<file path="src/hdl/pbs_consts.svh">
// Timing, offsets, field positions and reset values of the pushbutton sequencer
`ifndef PBS_CONSTS_SVH
`define PBS_CONSTS_SVH
// ====================
// Timebase
`define PBS_CLK_PERIOD_NS 100
`define PBS_TICK_PERIOD_NS 1000000
`define PBS_TICK_CYCLES (`PBS_TICK_PERIOD_NS / `PBS_CLK_PERIOD_NS)
// ====================
// Intervals in timebase ticks (1 ms each)
`define PBS_DEBOUNCE_MS 13'h0032
`define PBS_POWERUP_PRESS_MS 13'h0190
`define PBS_SHUTDOWN_MS 13'h03e8
`define PBS_KILL_PRESS_MS 13'h1388
`define PBS_STARTUP_MS 13'h1388
// ====================
// Register byte offsets
`define PBS_ADDR_CTRL 4'h0
`define PBS_ADDR_STATUS 4'h4
`define PBS_ADDR_EVENT 4'h8
// ====================
// Field positions and control reset value
`define PBS_CTRL_STAT_EN_BIT 0
`define PBS_EVENT_KILL_BIT 0
`define PBS_EVENT_POR_BIT 1
`define PBS_CTRL_RESET 1'h1
`endif

</file>
<file path="src/hdl/pbs_pkg.sv">
// Types shared by the pushbutton sequencer
package pbs_pkg;
    // ====================
    // Power states
    typedef enum logic [2:0] {
        PBS_STATE_DEEP_OFF = 3'b000,
        PBS_STATE_STARTUP_FIRST = 3'b001,
        PBS_STATE_STARTUP_REPEAT = 3'b010,
        PBS_STATE_RUN = 3'b011,
        PBS_STATE_SHUTDOWN_SOFT = 3'b100,
        PBS_STATE_SHUTDOWN_HARD = 3'b101,
        PBS_STATE_OFF = 3'b110
    } pbs_state_e;

    // Pin inputs, all asynchronous to clk
    typedef struct packed {
        logic button_n;
        logic switcher_enable_in;
        logic linear_enable_in;
        logic order_select;
        logic rail_undervoltage;
        logic rail_power_on_reset;
        logic external_supply_valid;
        logic switcher_fb_good;
        logic linear_fb_good;
        logic button_status_in;
    } pbs_pins_s;

    // Avalon-MM slave request
    typedef struct packed {
        logic [3:0] address;
        logic read;
        logic write;
        logic [31:0] writedata;
    } pbs_avm_req_s;

    // Whole module state
    typedef struct packed {
        pbs_pins_s sync1;
        pbs_pins_s sync2;
        logic [13:0] tick_cnt;
        logic tick;
        pbs_state_e state;
        logic [12:0] state_ms;
        logic [12:0] press_ms;
        logic armed;
        logic press_active;
        logic second_on;
        logic switcher_en;
        logic linear_en;
        logic stat_low;
        logic [12:0] stat_ms;
        logic ctrl_stat_en;
        logic ev_kill;
        logic ev_por;
        logic waitrequest;
        logic [31:0] readdata;
    } pbs_regs_s;
endpackage

</file>
<file path="src/hdl/pbs_sequencer.sv">
// Pushbutton power sequencer for a two-regulator power manager
//
// Design decisions made here: the register offsets and the Avalon-MM register port.
`timescale 1ns/1ns
`include "pbs_consts.svh"

module pbs_sequencer
    import pbs_pkg::*;
#(
    parameter int TICK_CYCLES = `PBS_TICK_CYCLES
) (
    input wire logic clk,
    input wire logic rst_n,
    input wire pbs_pins_s pins,
    input wire pbs_avm_req_s avm_req,
    output logic [31:0] avm_readdata,
    output logic avm_waitrequest,
    output logic switcher_enable_out,
    output logic linear_enable_out,
    output logic button_status_out,
    output logic button_status_oe_n
);
    localparam logic [13:0] TICK_LAST = 14'(TICK_CYCLES - 1);

    logic [1:0] rst_pipe;
    logic rst_sync_n;
    pbs_regs_s r;
    pbs_regs_s next_r;

    // ====================
    // Reset release
    // Asynchronous assert, clocked release to avoid a split first edge
    always_ff @(posedge clk or negedge rst_n) begin
        if (!rst_n) begin
            rst_pipe <= 2'h0;
        end else begin
            rst_pipe <= {rst_pipe[0], 1'h1};
        end
    end
    assign rst_sync_n = rst_pipe[1];

    // ====================
    // Next-state logic
    always_comb begin
        logic btn_low;
        logic en_any;
        logic active;
        logic kill;
        logic powerup_press;
        logic is_shut;
        logic wr;
        logic rd;
        logic [31:0] rval;
        pbs_state_e ns;
        next_r = r;
        btn_low = 1'h0;
        en_any = 1'h0;
        active = 1'h0;
        kill = 1'h0;
        powerup_press = 1'h0;
        is_shut = 1'h0;
        wr = 1'h0;
        rd = 1'h0;
        rval = 32'h0;
        ns = r.state;

        // Two-stage synchronisers on every pin
        next_r.sync1 = pins;
        next_r.sync2 = r.sync1;
        btn_low = !r.sync2.button_n;
        en_any = r.sync2.switcher_enable_in || r.sync2.linear_enable_in;

        // Millisecond timebase shared by every interval
        next_r.tick = (r.tick_cnt == TICK_LAST);
        next_r.tick_cnt = next_r.tick ? 14'h0 : r.tick_cnt + 14'h1;

        active = (r.state == PBS_STATE_RUN) || (r.state == PBS_STATE_STARTUP_FIRST)
            || (r.state == PBS_STATE_STARTUP_REPEAT);
        is_shut = (r.state == PBS_STATE_SHUTDOWN_SOFT)
            || (r.state == PBS_STATE_SHUTDOWN_HARD);

        // Press length, saturating at the kill length
        if (!btn_low) begin
            next_r.press_ms = 13'h0;
        end else if (r.tick && r.press_ms != `PBS_KILL_PRESS_MS) begin
            next_r.press_ms = r.press_ms + 13'h1;
        end

        // A press counts as a kill or status press only if it began while powered
        if (!btn_low) begin
            next_r.press_active = 1'h0;
        end else if (r.press_ms == 13'h0 && active) begin
            next_r.press_active = 1'h1;
        end
        kill = r.press_active && (r.press_ms == `PBS_KILL_PRESS_MS);

        // Power-up press needs a release first, so a held button is disarmed
        powerup_press = r.armed && (r.press_ms >= `PBS_POWERUP_PRESS_MS);
        if (!btn_low) begin
            next_r.armed = 1'h1;
        end else if (is_shut || (r.state == PBS_STATE_DEEP_OFF && !r.armed)) begin
            next_r.armed = 1'h0;
        end

        // State transitions; power-on reset and kill take precedence
        if (r.sync2.rail_power_on_reset) begin
            ns = PBS_STATE_SHUTDOWN_HARD;
        end else if (kill && r.state != PBS_STATE_SHUTDOWN_HARD
                && r.state != PBS_STATE_DEEP_OFF) begin
            ns = PBS_STATE_SHUTDOWN_HARD;
        end else begin
            case (r.state)
                PBS_STATE_DEEP_OFF, PBS_STATE_OFF: begin
                    if (en_any && !r.sync2.rail_undervoltage) begin
                        ns = PBS_STATE_RUN;
                    end else if (powerup_press || r.sync2.external_supply_valid) begin
                        ns = (r.state == PBS_STATE_OFF) ? PBS_STATE_STARTUP_REPEAT
                            : PBS_STATE_STARTUP_FIRST;
                    end
                end
                PBS_STATE_STARTUP_FIRST, PBS_STATE_STARTUP_REPEAT: begin
                    if (r.sync2.rail_undervoltage) begin
                        ns = PBS_STATE_SHUTDOWN_SOFT;
                    end else if (r.state_ms >= `PBS_STARTUP_MS) begin
                        ns = PBS_STATE_RUN;
                    end
                end
                PBS_STATE_RUN: begin
                    // Controller drops both enables to power down
                    if (!en_any || r.sync2.rail_undervoltage) begin
                        ns = PBS_STATE_SHUTDOWN_SOFT;
                    end
                end
                PBS_STATE_SHUTDOWN_SOFT: begin
                    // Only the timer is looked at here
                    if (r.state_ms >= `PBS_SHUTDOWN_MS) begin
                        ns = PBS_STATE_OFF;
                    end
                end
                PBS_STATE_SHUTDOWN_HARD: begin
                    if (r.state_ms >= `PBS_SHUTDOWN_MS) begin
                        ns = PBS_STATE_DEEP_OFF;
                    end
                end
                default: begin
                    ns = PBS_STATE_SHUTDOWN_HARD;
                end
            endcase
        end
        next_r.state = ns;

        // Dwell timer restarts on every entry, including power-on reset re-entry
        if (ns != r.state || r.sync2.rail_power_on_reset) begin
            next_r.state_ms = 13'h0;
        end else if (r.tick && r.state_ms != 13'h1fff) begin
            next_r.state_ms = r.state_ms + 13'h1;
        end

        // Regulator enables
        next_r.second_on = 1'h0;
        case (ns)
            PBS_STATE_STARTUP_FIRST, PBS_STATE_STARTUP_REPEAT: begin
                // Second regulator waits for the first to near regulation
                if (r.sync2.order_select) begin
                    next_r.second_on = r.second_on || r.sync2.linear_fb_good;
                    next_r.linear_en = 1'h1;
                    next_r.switcher_en = next_r.second_on;
                end else begin
                    next_r.second_on = r.second_on || r.sync2.switcher_fb_good;
                    next_r.switcher_en = 1'h1;
                    next_r.linear_en = next_r.second_on;
                end
            end
            PBS_STATE_RUN: begin
                next_r.switcher_en = r.sync2.switcher_enable_in;
                next_r.linear_en = r.sync2.linear_enable_in;
            end
            default: begin
                // Both regulators drop together in every other state
                next_r.switcher_en = 1'h0;
                next_r.linear_en = 1'h0;
            end
        endcase

        // Debounced status pulse with a minimum low width
        if (r.stat_low && r.tick && r.stat_ms != 13'h1fff) begin
            next_r.stat_ms = r.stat_ms + 13'h1;
        end
        if (!active || !r.ctrl_stat_en) begin
            next_r.stat_low = 1'h0;
            next_r.stat_ms = 13'h0;
        end else if (!r.stat_low) begin
            if (r.press_active && r.press_ms >= `PBS_DEBOUNCE_MS) begin
                next_r.stat_low = 1'h1;
                next_r.stat_ms = 13'h0;
            end
        end else if (!btn_low && r.stat_ms >= `PBS_DEBOUNCE_MS) begin
            next_r.stat_low = 1'h0;
        end

        // ====================
        // Avalon-MM slave: one wait cycle, then answer
        // Waitrequest drops for exactly one cycle per request
        rd = avm_req.read && r.waitrequest;
        wr = avm_req.write && r.waitrequest && !avm_req.read;
        next_r.waitrequest = !(rd || wr);
        case (avm_req.address)
            `PBS_ADDR_CTRL: rval[`PBS_CTRL_STAT_EN_BIT] = r.ctrl_stat_en;
            `PBS_ADDR_STATUS: begin
                rval[2:0] = r.state;
                rval[3] = r.switcher_en;
                rval[4] = r.linear_en;
                rval[5] = r.stat_low;
                rval[15:6] = r.sync2[9:0];
            end
            `PBS_ADDR_EVENT: begin
                rval[`PBS_EVENT_KILL_BIT] = r.ev_kill;
                rval[`PBS_EVENT_POR_BIT] = r.ev_por;
            end
            default: rval = 32'h0;
        endcase
        next_r.readdata = rd ? rval : 32'h0;
        if (wr && avm_req.address == `PBS_ADDR_CTRL) begin
            next_r.ctrl_stat_en = avm_req.writedata[`PBS_CTRL_STAT_EN_BIT];
        end
        // Sticky events, write one to clear; a new event wins over the clear
        if (wr && avm_req.address == `PBS_ADDR_EVENT) begin
            if (avm_req.writedata[`PBS_EVENT_KILL_BIT]) next_r.ev_kill = 1'h0;
            if (avm_req.writedata[`PBS_EVENT_POR_BIT]) next_r.ev_por = 1'h0;
        end
        // Only the press that forces hard shutdown marks the event, so a clear holds
        if (kill && r.state != PBS_STATE_SHUTDOWN_HARD && r.state != PBS_STATE_DEEP_OFF) begin
            next_r.ev_kill = 1'h1;
        end
        if (r.sync2.rail_power_on_reset) next_r.ev_por = 1'h1;
    end

    // ====================
    // State register; reset enters hard shutdown so the deep-off path runs
    always_ff @(posedge clk or negedge rst_sync_n) begin
        if (!rst_sync_n) begin
            r <= '0;
            r.state <= PBS_STATE_SHUTDOWN_HARD;
            r.ctrl_stat_en <= `PBS_CTRL_RESET;
            r.waitrequest <= 1'h1;
            r.sync1 <= '1;
            r.sync2 <= '1;
        end else begin
            r <= next_r;
        end
    end

    // ====================
    // Outputs straight from flops, except the status drive level, which is a constant low
    assign avm_readdata = r.readdata;
    assign avm_waitrequest = r.waitrequest;
    assign switcher_enable_out = r.switcher_en;
    assign linear_enable_out = r.linear_en;
    assign button_status_out = 1'h0; // Open drain only ever pulls low
    assign button_status_oe_n = !r.stat_low;
endmodule

</file>
<file path="config.mk">
export PLATFORM = sky130hd
export DESIGN_NAME = pbs_sequencer
export DESIGN_NICKNAME = d
export VERILOG_FILES = /design/src/hdl/pbs_pkg.sv /design/src/hdl/pbs_sequencer.sv
export VERILOG_INCLUDE_DIRS = /design/src /design/src/hdl
export SDC_FILE = /design/constraint.sdc
export NUM_CORES = 1
export LEC_CHECK = 0
export ABC_AREA = 1
export BUFFER_PORTS_ARGS = -buffer_cell sky130_fd_sc_hd__buf_2
export CAP_MARGIN = 20
export CORE_ASPECT_RATIO = 1.75
export CORE_MARGIN = 3
export CORE_UTILIZATION = 40
export CTS_BUF_LIST = sky130_fd_sc_hd__clkbuf_4 sky130_fd_sc_hd__clkbuf_8 sky130_fd_sc_hd__clkbuf_16
export DETAILED_ROUTE_END_ITERATION = 8
export SYNTH_ARGS = -nofsm -noshare
export SYNTH_HDL_FRONTEND = slang
export SYNTH_SLANG_ARGS = --single-unit
export TNS_END_PERCENT = 50
</file>
<file path="constraint.sdc">
create_clock -name clk -period 2.9 [get_ports clk]
set_clock_uncertainty 0.1 [all_clocks]
set_input_delay 0.145 -clock clk [delete_from_list [all_inputs] [get_ports clk]]
set_output_delay 0.145 -clock clk [all_outputs]
set_load 0.02 [all_outputs]
</file>
After elaboration in Yosys (flattened, before gate mapping)
Index checks and enable logic that the tools add are counted.

word-level totals
  register bits after elaboration = 105
  latch bits = 0
  bits in writable memories = 0
  bits in read-only memories = 0
  input port bits = 50
  output and inout bits = 37
  memories kept = 0

operators by class
  add/subtract/negate cells = 4
  $mul = 0
  div/mod/pow operators = 0
  $lt $le $gt $ge = 5
  eq/ne operators = 18
  shift-type cells = 0
  multiplexer cells = 38
  bitwise operators = 0
  reduce and logical (&&, ||, !) cells = 55

operators with widths
  operator               number
  $mux 13                6
  $mux 14                4
  $add 13x1->13 const B  3
  $ne 13x13->1 const B   3
  $mux 3                 10
  $ge 13x6->1 const B    2
  $logic_and 1x1->1      18
  $mux 16                1
  $reduce_bool 2->1      8
  $pmux 3 s5             1
  $add 14x1->14 const B  1
  $eq 14x14->1 const B   1
  $eq 13x13->1 const B   1
  $ge 13x10->1 const B   1
  $ge 13x13->1 const B   1
  $ge 13x9->1 const B    1
  $logic_not 13->1       1
  $eq 3x2->1 const B     4
  $logic_or 1x1->1       12
  $mux 1                 11
  $eq 3x3->1 const B     3
  $logic_not 1->1        8
  $eq 3x1->1 const B     2
  $reduce_or 2->1        3
  12 further kinds       14

Logic depth before layout (Yosys ltp)
  depth after elaboration = 11
  gate-level depth with buffers = 16
  depth with buffers taken out = 15

Worst setup path after synthesis
No wires, ideal clock.

  path type = register to register
  start point = register r[81] in the netlist's numbering
  end point = register r[69] in the netlist's numbering
  setup time = 122 ps
  arrival = 1676 ps
  required time = 2678 ps
  slack = 1001 ps
  stages on the path, launching flop included = 16
  period minus slack after synthesis = 1899 ps
  path through = dfstp_2 > buf_4 > nor2_8 > nor2_2 > nand2_1 > nor2_1 > nand2_1 > nand2_1 > nor2_1 > nand2_2 > nand3_1 > nand2_1 > nand2_1 > nand2_2 > buf_6 > nor2_2

on the way
  word-level cells in the longest chain between the ends = 10
  elaborated cells on any way between the ends = 28
  classes of those cells = 8 x eq/ne; 12 x mux; 8 x reduce/logical

RTL lines
  what                                          line                                        RTL
  from (decl)                                   pbs_sequencer.sv:27                         pbs_regs_s r;
  from (signal assigned)                        pbs_sequencer.sv:249                        r <= next_r;
  $eq 3x3->1                                    pbs_sequencer.sv:112, pbs_sequencer.sv:117
  $mux 2                                        pbs_sequencer.sv:117                        ns = (r.state == PBS_STATE_OFF) ? PBS_STATE_STARTUP_REPEAT
  $mux 3                                        pbs_sequencer.sv:116                        end else if (powerup_press || r.sync2.external_supply_valid) begin
  $mux 3                                        pbs_sequencer.sv:114                        if (en_any && !r.sync2.rail_undervoltage) begin
  $pmux 3 s5                                    pbs_sequencer.sv:112                        case (r.state)
  $mux 3                                        pbs_sequencer.sv:108                        end else if (kill && r.state != PBS_STATE_SHUTDOWN_HARD
  $mux 3                                        pbs_sequencer.sv:106                        if (r.sync2.rail_power_on_reset) begin
  $ne 3x3->1 *                                  pbs_sequencer.sv:153                        if (ns != r.state || r.sync2.rail_power_on_reset) begin
  $logic_or 1x1->1 *                            pbs_sequencer.sv:153
  $mux 13 or $reduce_bool 2->1 (tied branches)  --

Every way passes the cells marked *; elsewhere a longest branch is shown, timed or not.
A chain may end at the register's enable or synchronous reset.

Final worst setup path
  start point = register r[81] in the netlist's numbering
  end point = register r[72] in the netlist's numbering

The elaborated chain is that of the path after synthesis.

==> impl_results.md <==
* Clock latency on the worst-skew pair at between 0.3 and 0.4 ns
* Unique masters post-synth at 36
* Cell taking the most area after synthesis: dfrtp_1
* Die width at just over 90 um
* Outcome: completed
* Switching Fraction at between 20% and 30%
* Post-CTS setup buffers at 0
* Seq pwr share at between 50% and 60%
* Dpl hpwl at 8.08 mm
* Cell-internal power at 2.22 mW
* Yosys reg bits at between 100 and 150
* Initial antenna violation count at 0
* Clk buf depth at 2
* WL per Instance at 12.5 um
* Crit Reg-Reg Endpoint: r[72]
* Multi-input gate area at 2130 sq um
* Storage cell area at 2660 sq um
* CP endpoint: r[72]
* Hold WS at about 0.019 ns
* Register area share after synthesis at between 40% and 50%
* Startpoint Class: flip-flop
* Layout area overhead at 12.7%
* Detailed-route DRC error count at 0
* Yosys Warn Count at 0
* Pre-antenna DRT Iters at 5
* CP max stage delay at 0.69 ns
* IO Pins at between 80 and 90
* CTS resizes at 0
* Sinks on Clock Net at 105
* GRT Residual Overflow at 0
* Mapped Cells at 640
* Critical path class: flip-flop to flip-flop
* CP max stage cell: dfstp_2
* Sum of negative setup slack at 0 ns
* P_leak at approximately 2.9 nW
* Top cell type's share of synthesized area at 37.8%
* CTS HTree Levels at 3
* Vias in the first global route at 4218
* Non-Filler Instances at about 860
* Switching pwr at 769 uW
* Final #Nets at roughly 740
* Initial Util at 41.2%
* Die height at 159 um
* Hold Buf Count CTS at 16
* Final hold viol count at 0
* CP Data Required Time at about 3.0 ns
* R2r startpoint: r[81]
* Adder-cell share of the synthesized area at approximately 1.6%
* Compound-Gate Fraction of Synth Area at 5.62%
* CP Capture Type: flip-flop
* Hold Crit Class: input port to flip-flop
* TritonCTS Buffers at 9
* Simple-Gate Fraction of Synth Area at between 20 and 30%
* Most used cell, CP: nand2_1
* Max Fanout on Critical Path at 13
* Worst-Margin Slew at ~0.63 ns
* R2r setup slk at 0.64 ns
* Final wirelength at 10.7 mm
* Post-synthesis mux area share at 0%
* Fmax at 443 MHz
* RSZ-0062 raised after global routing: no
* GRT Total Usage at 15.5%
* Clk pwr share at 39.7%
* Average cell area after synthesis at about 8.4 sq um
* Via-to-Cell Ratio at 4.83
* Routability-driven placement congestion ratio at 0.844
* Tcrit/Tclk final at between 70 and 80%
* CTS root buf: clkbuf_16
* First-pass GRT wire length at 18.6 mm
* DR vias at around 4200
* Fin. max-slew vios at 0
* Clk slew on worst S/H paths at 0.07 ns
* Core area at 13000 sq um
* Layout fillers at 1275
* Final worst path period need at ~2.3 ns
* Setup violations, final at 0
* Dpl cells at 830
* Combinational share of power at 7.9%
* Largest net degree at the start of global routing at 59
* Layout cells sized above 1 at 18.1%
* # rows at 55
* Critical Path Source: r[81]
* Diodes inserted at 0
* Post-route cell area at a little over 6000 sq um
* DRT iter0 DRCs at 169
* Reg2Reg Depth at 13
* Routed Antenna Nets at 0
* Max rail drop VDD at about 260 uV
* Die area at 14900 sq um
* Max cap viols at 0
* CTS tree: done
* Synth Area in XOR/XNOR at under 10%
* Critical Path AT at 2.38 ns
* Top cells by area, synth: dfrtp_1 (38%), dfstp_2 (12%), nand2_1 (8.7%)
* Largest family of logic cells by synthesized area: simple AND/OR/NAND/NOR gates
* Crit-path cells: nor2_8 > nor2_2 > nand2_1 > nor2_1 > nand2_1 > nand2_1 > nor2_1 > nand2_2 > nand3_1 > nand2_1 > nand2_1 > nand2_2 > nor2_1
* Post-synthesis cell area at 5360 sq um
* DP Area at 5580 sq um
* Worst slew margin at 58.0%
* Port Buf Inserts at 39
* PD cells at 495 nW/um^2
## worst max-delay path, delay by kind of cell (launching register included)
| family | cells | cell delay [ns] |
|---|---|---|
| simple gates | 13 | 1.31 |
| flops | 1 | 0.69 |
## layout make-up
cell class | count | area share, %
multi-input cells | 421 | 35.3
repair buffers | 58 | 6.46
well taps | 171 | 3.54
inverters | 91 | 5.65
clock inverters | 6 | 1.01
flip-flops and latches | 105 | 44.0
clock buffers | 10 | 3.96
## worst min-delay path by stage
stage | from | end | cells after the start
floorplan | rst_n | rst_pipe[0] | 0
global placement | rst_n | rst_pipe[0] | 1
detailed placement | rst_n | rst_pipe[0] | 1
CTS | avm_req[34] | r[35] | 4
global route | avm_req[36] | avm_readdata[1] | 4
finish | avm_req[36] | avm_readdata[1] | 4
## synthesized netlist by cell type, drive strengths merged
library cell	count
o31ai	2
nand2	134
nand3b	3
nor3	29
xor2	18
dfstp	24
o21ai	24
ha	7
nor2	84
a211oi	2
inv	91
o21ba	1
clkbuf	3
o21a	1
nand4	17
xnor2	1
nor3b	1
nand3	48
conb	2
a21oi	19
a31o	1
o2111a	1
dfrtp	81
o211ai	1
nor4	8
buf	36
or2	1
## cells in the final DEF, fill, tap and decap left out, types with 16 or more instances in the layout
cell and n:
inv_1 85, xor2_1 18, nor2_2 18, dfrtp_1 80, nand2_1 125, conb_1 18, nand3_1 44, nor2_1 65
dlygate4sd3_1 16, dfstp_2 24, o21ai_0 23, buf_2 39, nand4_1 16, nor3_1 29, a21oi_1 19
## stage by stage
stage / util (%) / setup slack, ns / total power, mW
2_1_floorplan: - / 1.00 / 1.77
3_3_place_gp: 42.9 / 0.708 / 1.81
3_5_place_dp: 42.9 / 0.634 / 1.82
4_1_cts: 46.5 / 0.612 / 3.05
5_1_grt: 46.5 / 0.380 / 3.13
6_report: 46.5 / 0.641 / 2.99
## state kept, by name, indices dropped and copies added (netlist names)
signal               count
avm_readdata            16
rst_pipe                 2
switcher_enable_out      1
next_r                  10
r                       74
avm_waitrequest          1
linear_enable_out        1
## metal layers
| layer | GRT usage, % | share of wire [%] | routed length [um] | up-vias |
|---|---|---|---|---|
| met2 | 29.2 | 56 | 6050 | 72 |
| met4 | 6.80 | 2.2 | 239 | 0 |
| li1 | - | - | - | 2085 |
| met1 | 16.4 | 39 | 4150 | 1993 |
| met3 | 2.70 | 2.9 | 307 | 15 |
| met5 | 0 | 0 | 0 | - |
## logic make-up after synthesis
group,count (synthesis)
other,2
AO/OA/AOI/OAI,52
buffers and inverters,130
flip-flops,105
AND/OR/NAND/NOR,325
adder cells (fa/ha/maj),7
XOR/XNOR,19
## power by group through the flow
stage	sequential, mW	clock (mW)	combinational [mW]
3_5_place_dp	1.59	0	0.223
3_3_place_gp	1.59	0	0.220
6_report	1.56	1.19	0.237
2_1_floorplan	1.59	0	0.184
5_1_grt	1.57	1.29	0.270
4_1_cts	1.57	1.24	0.241
Note: power is estimated with default switching activity, not from simulation.
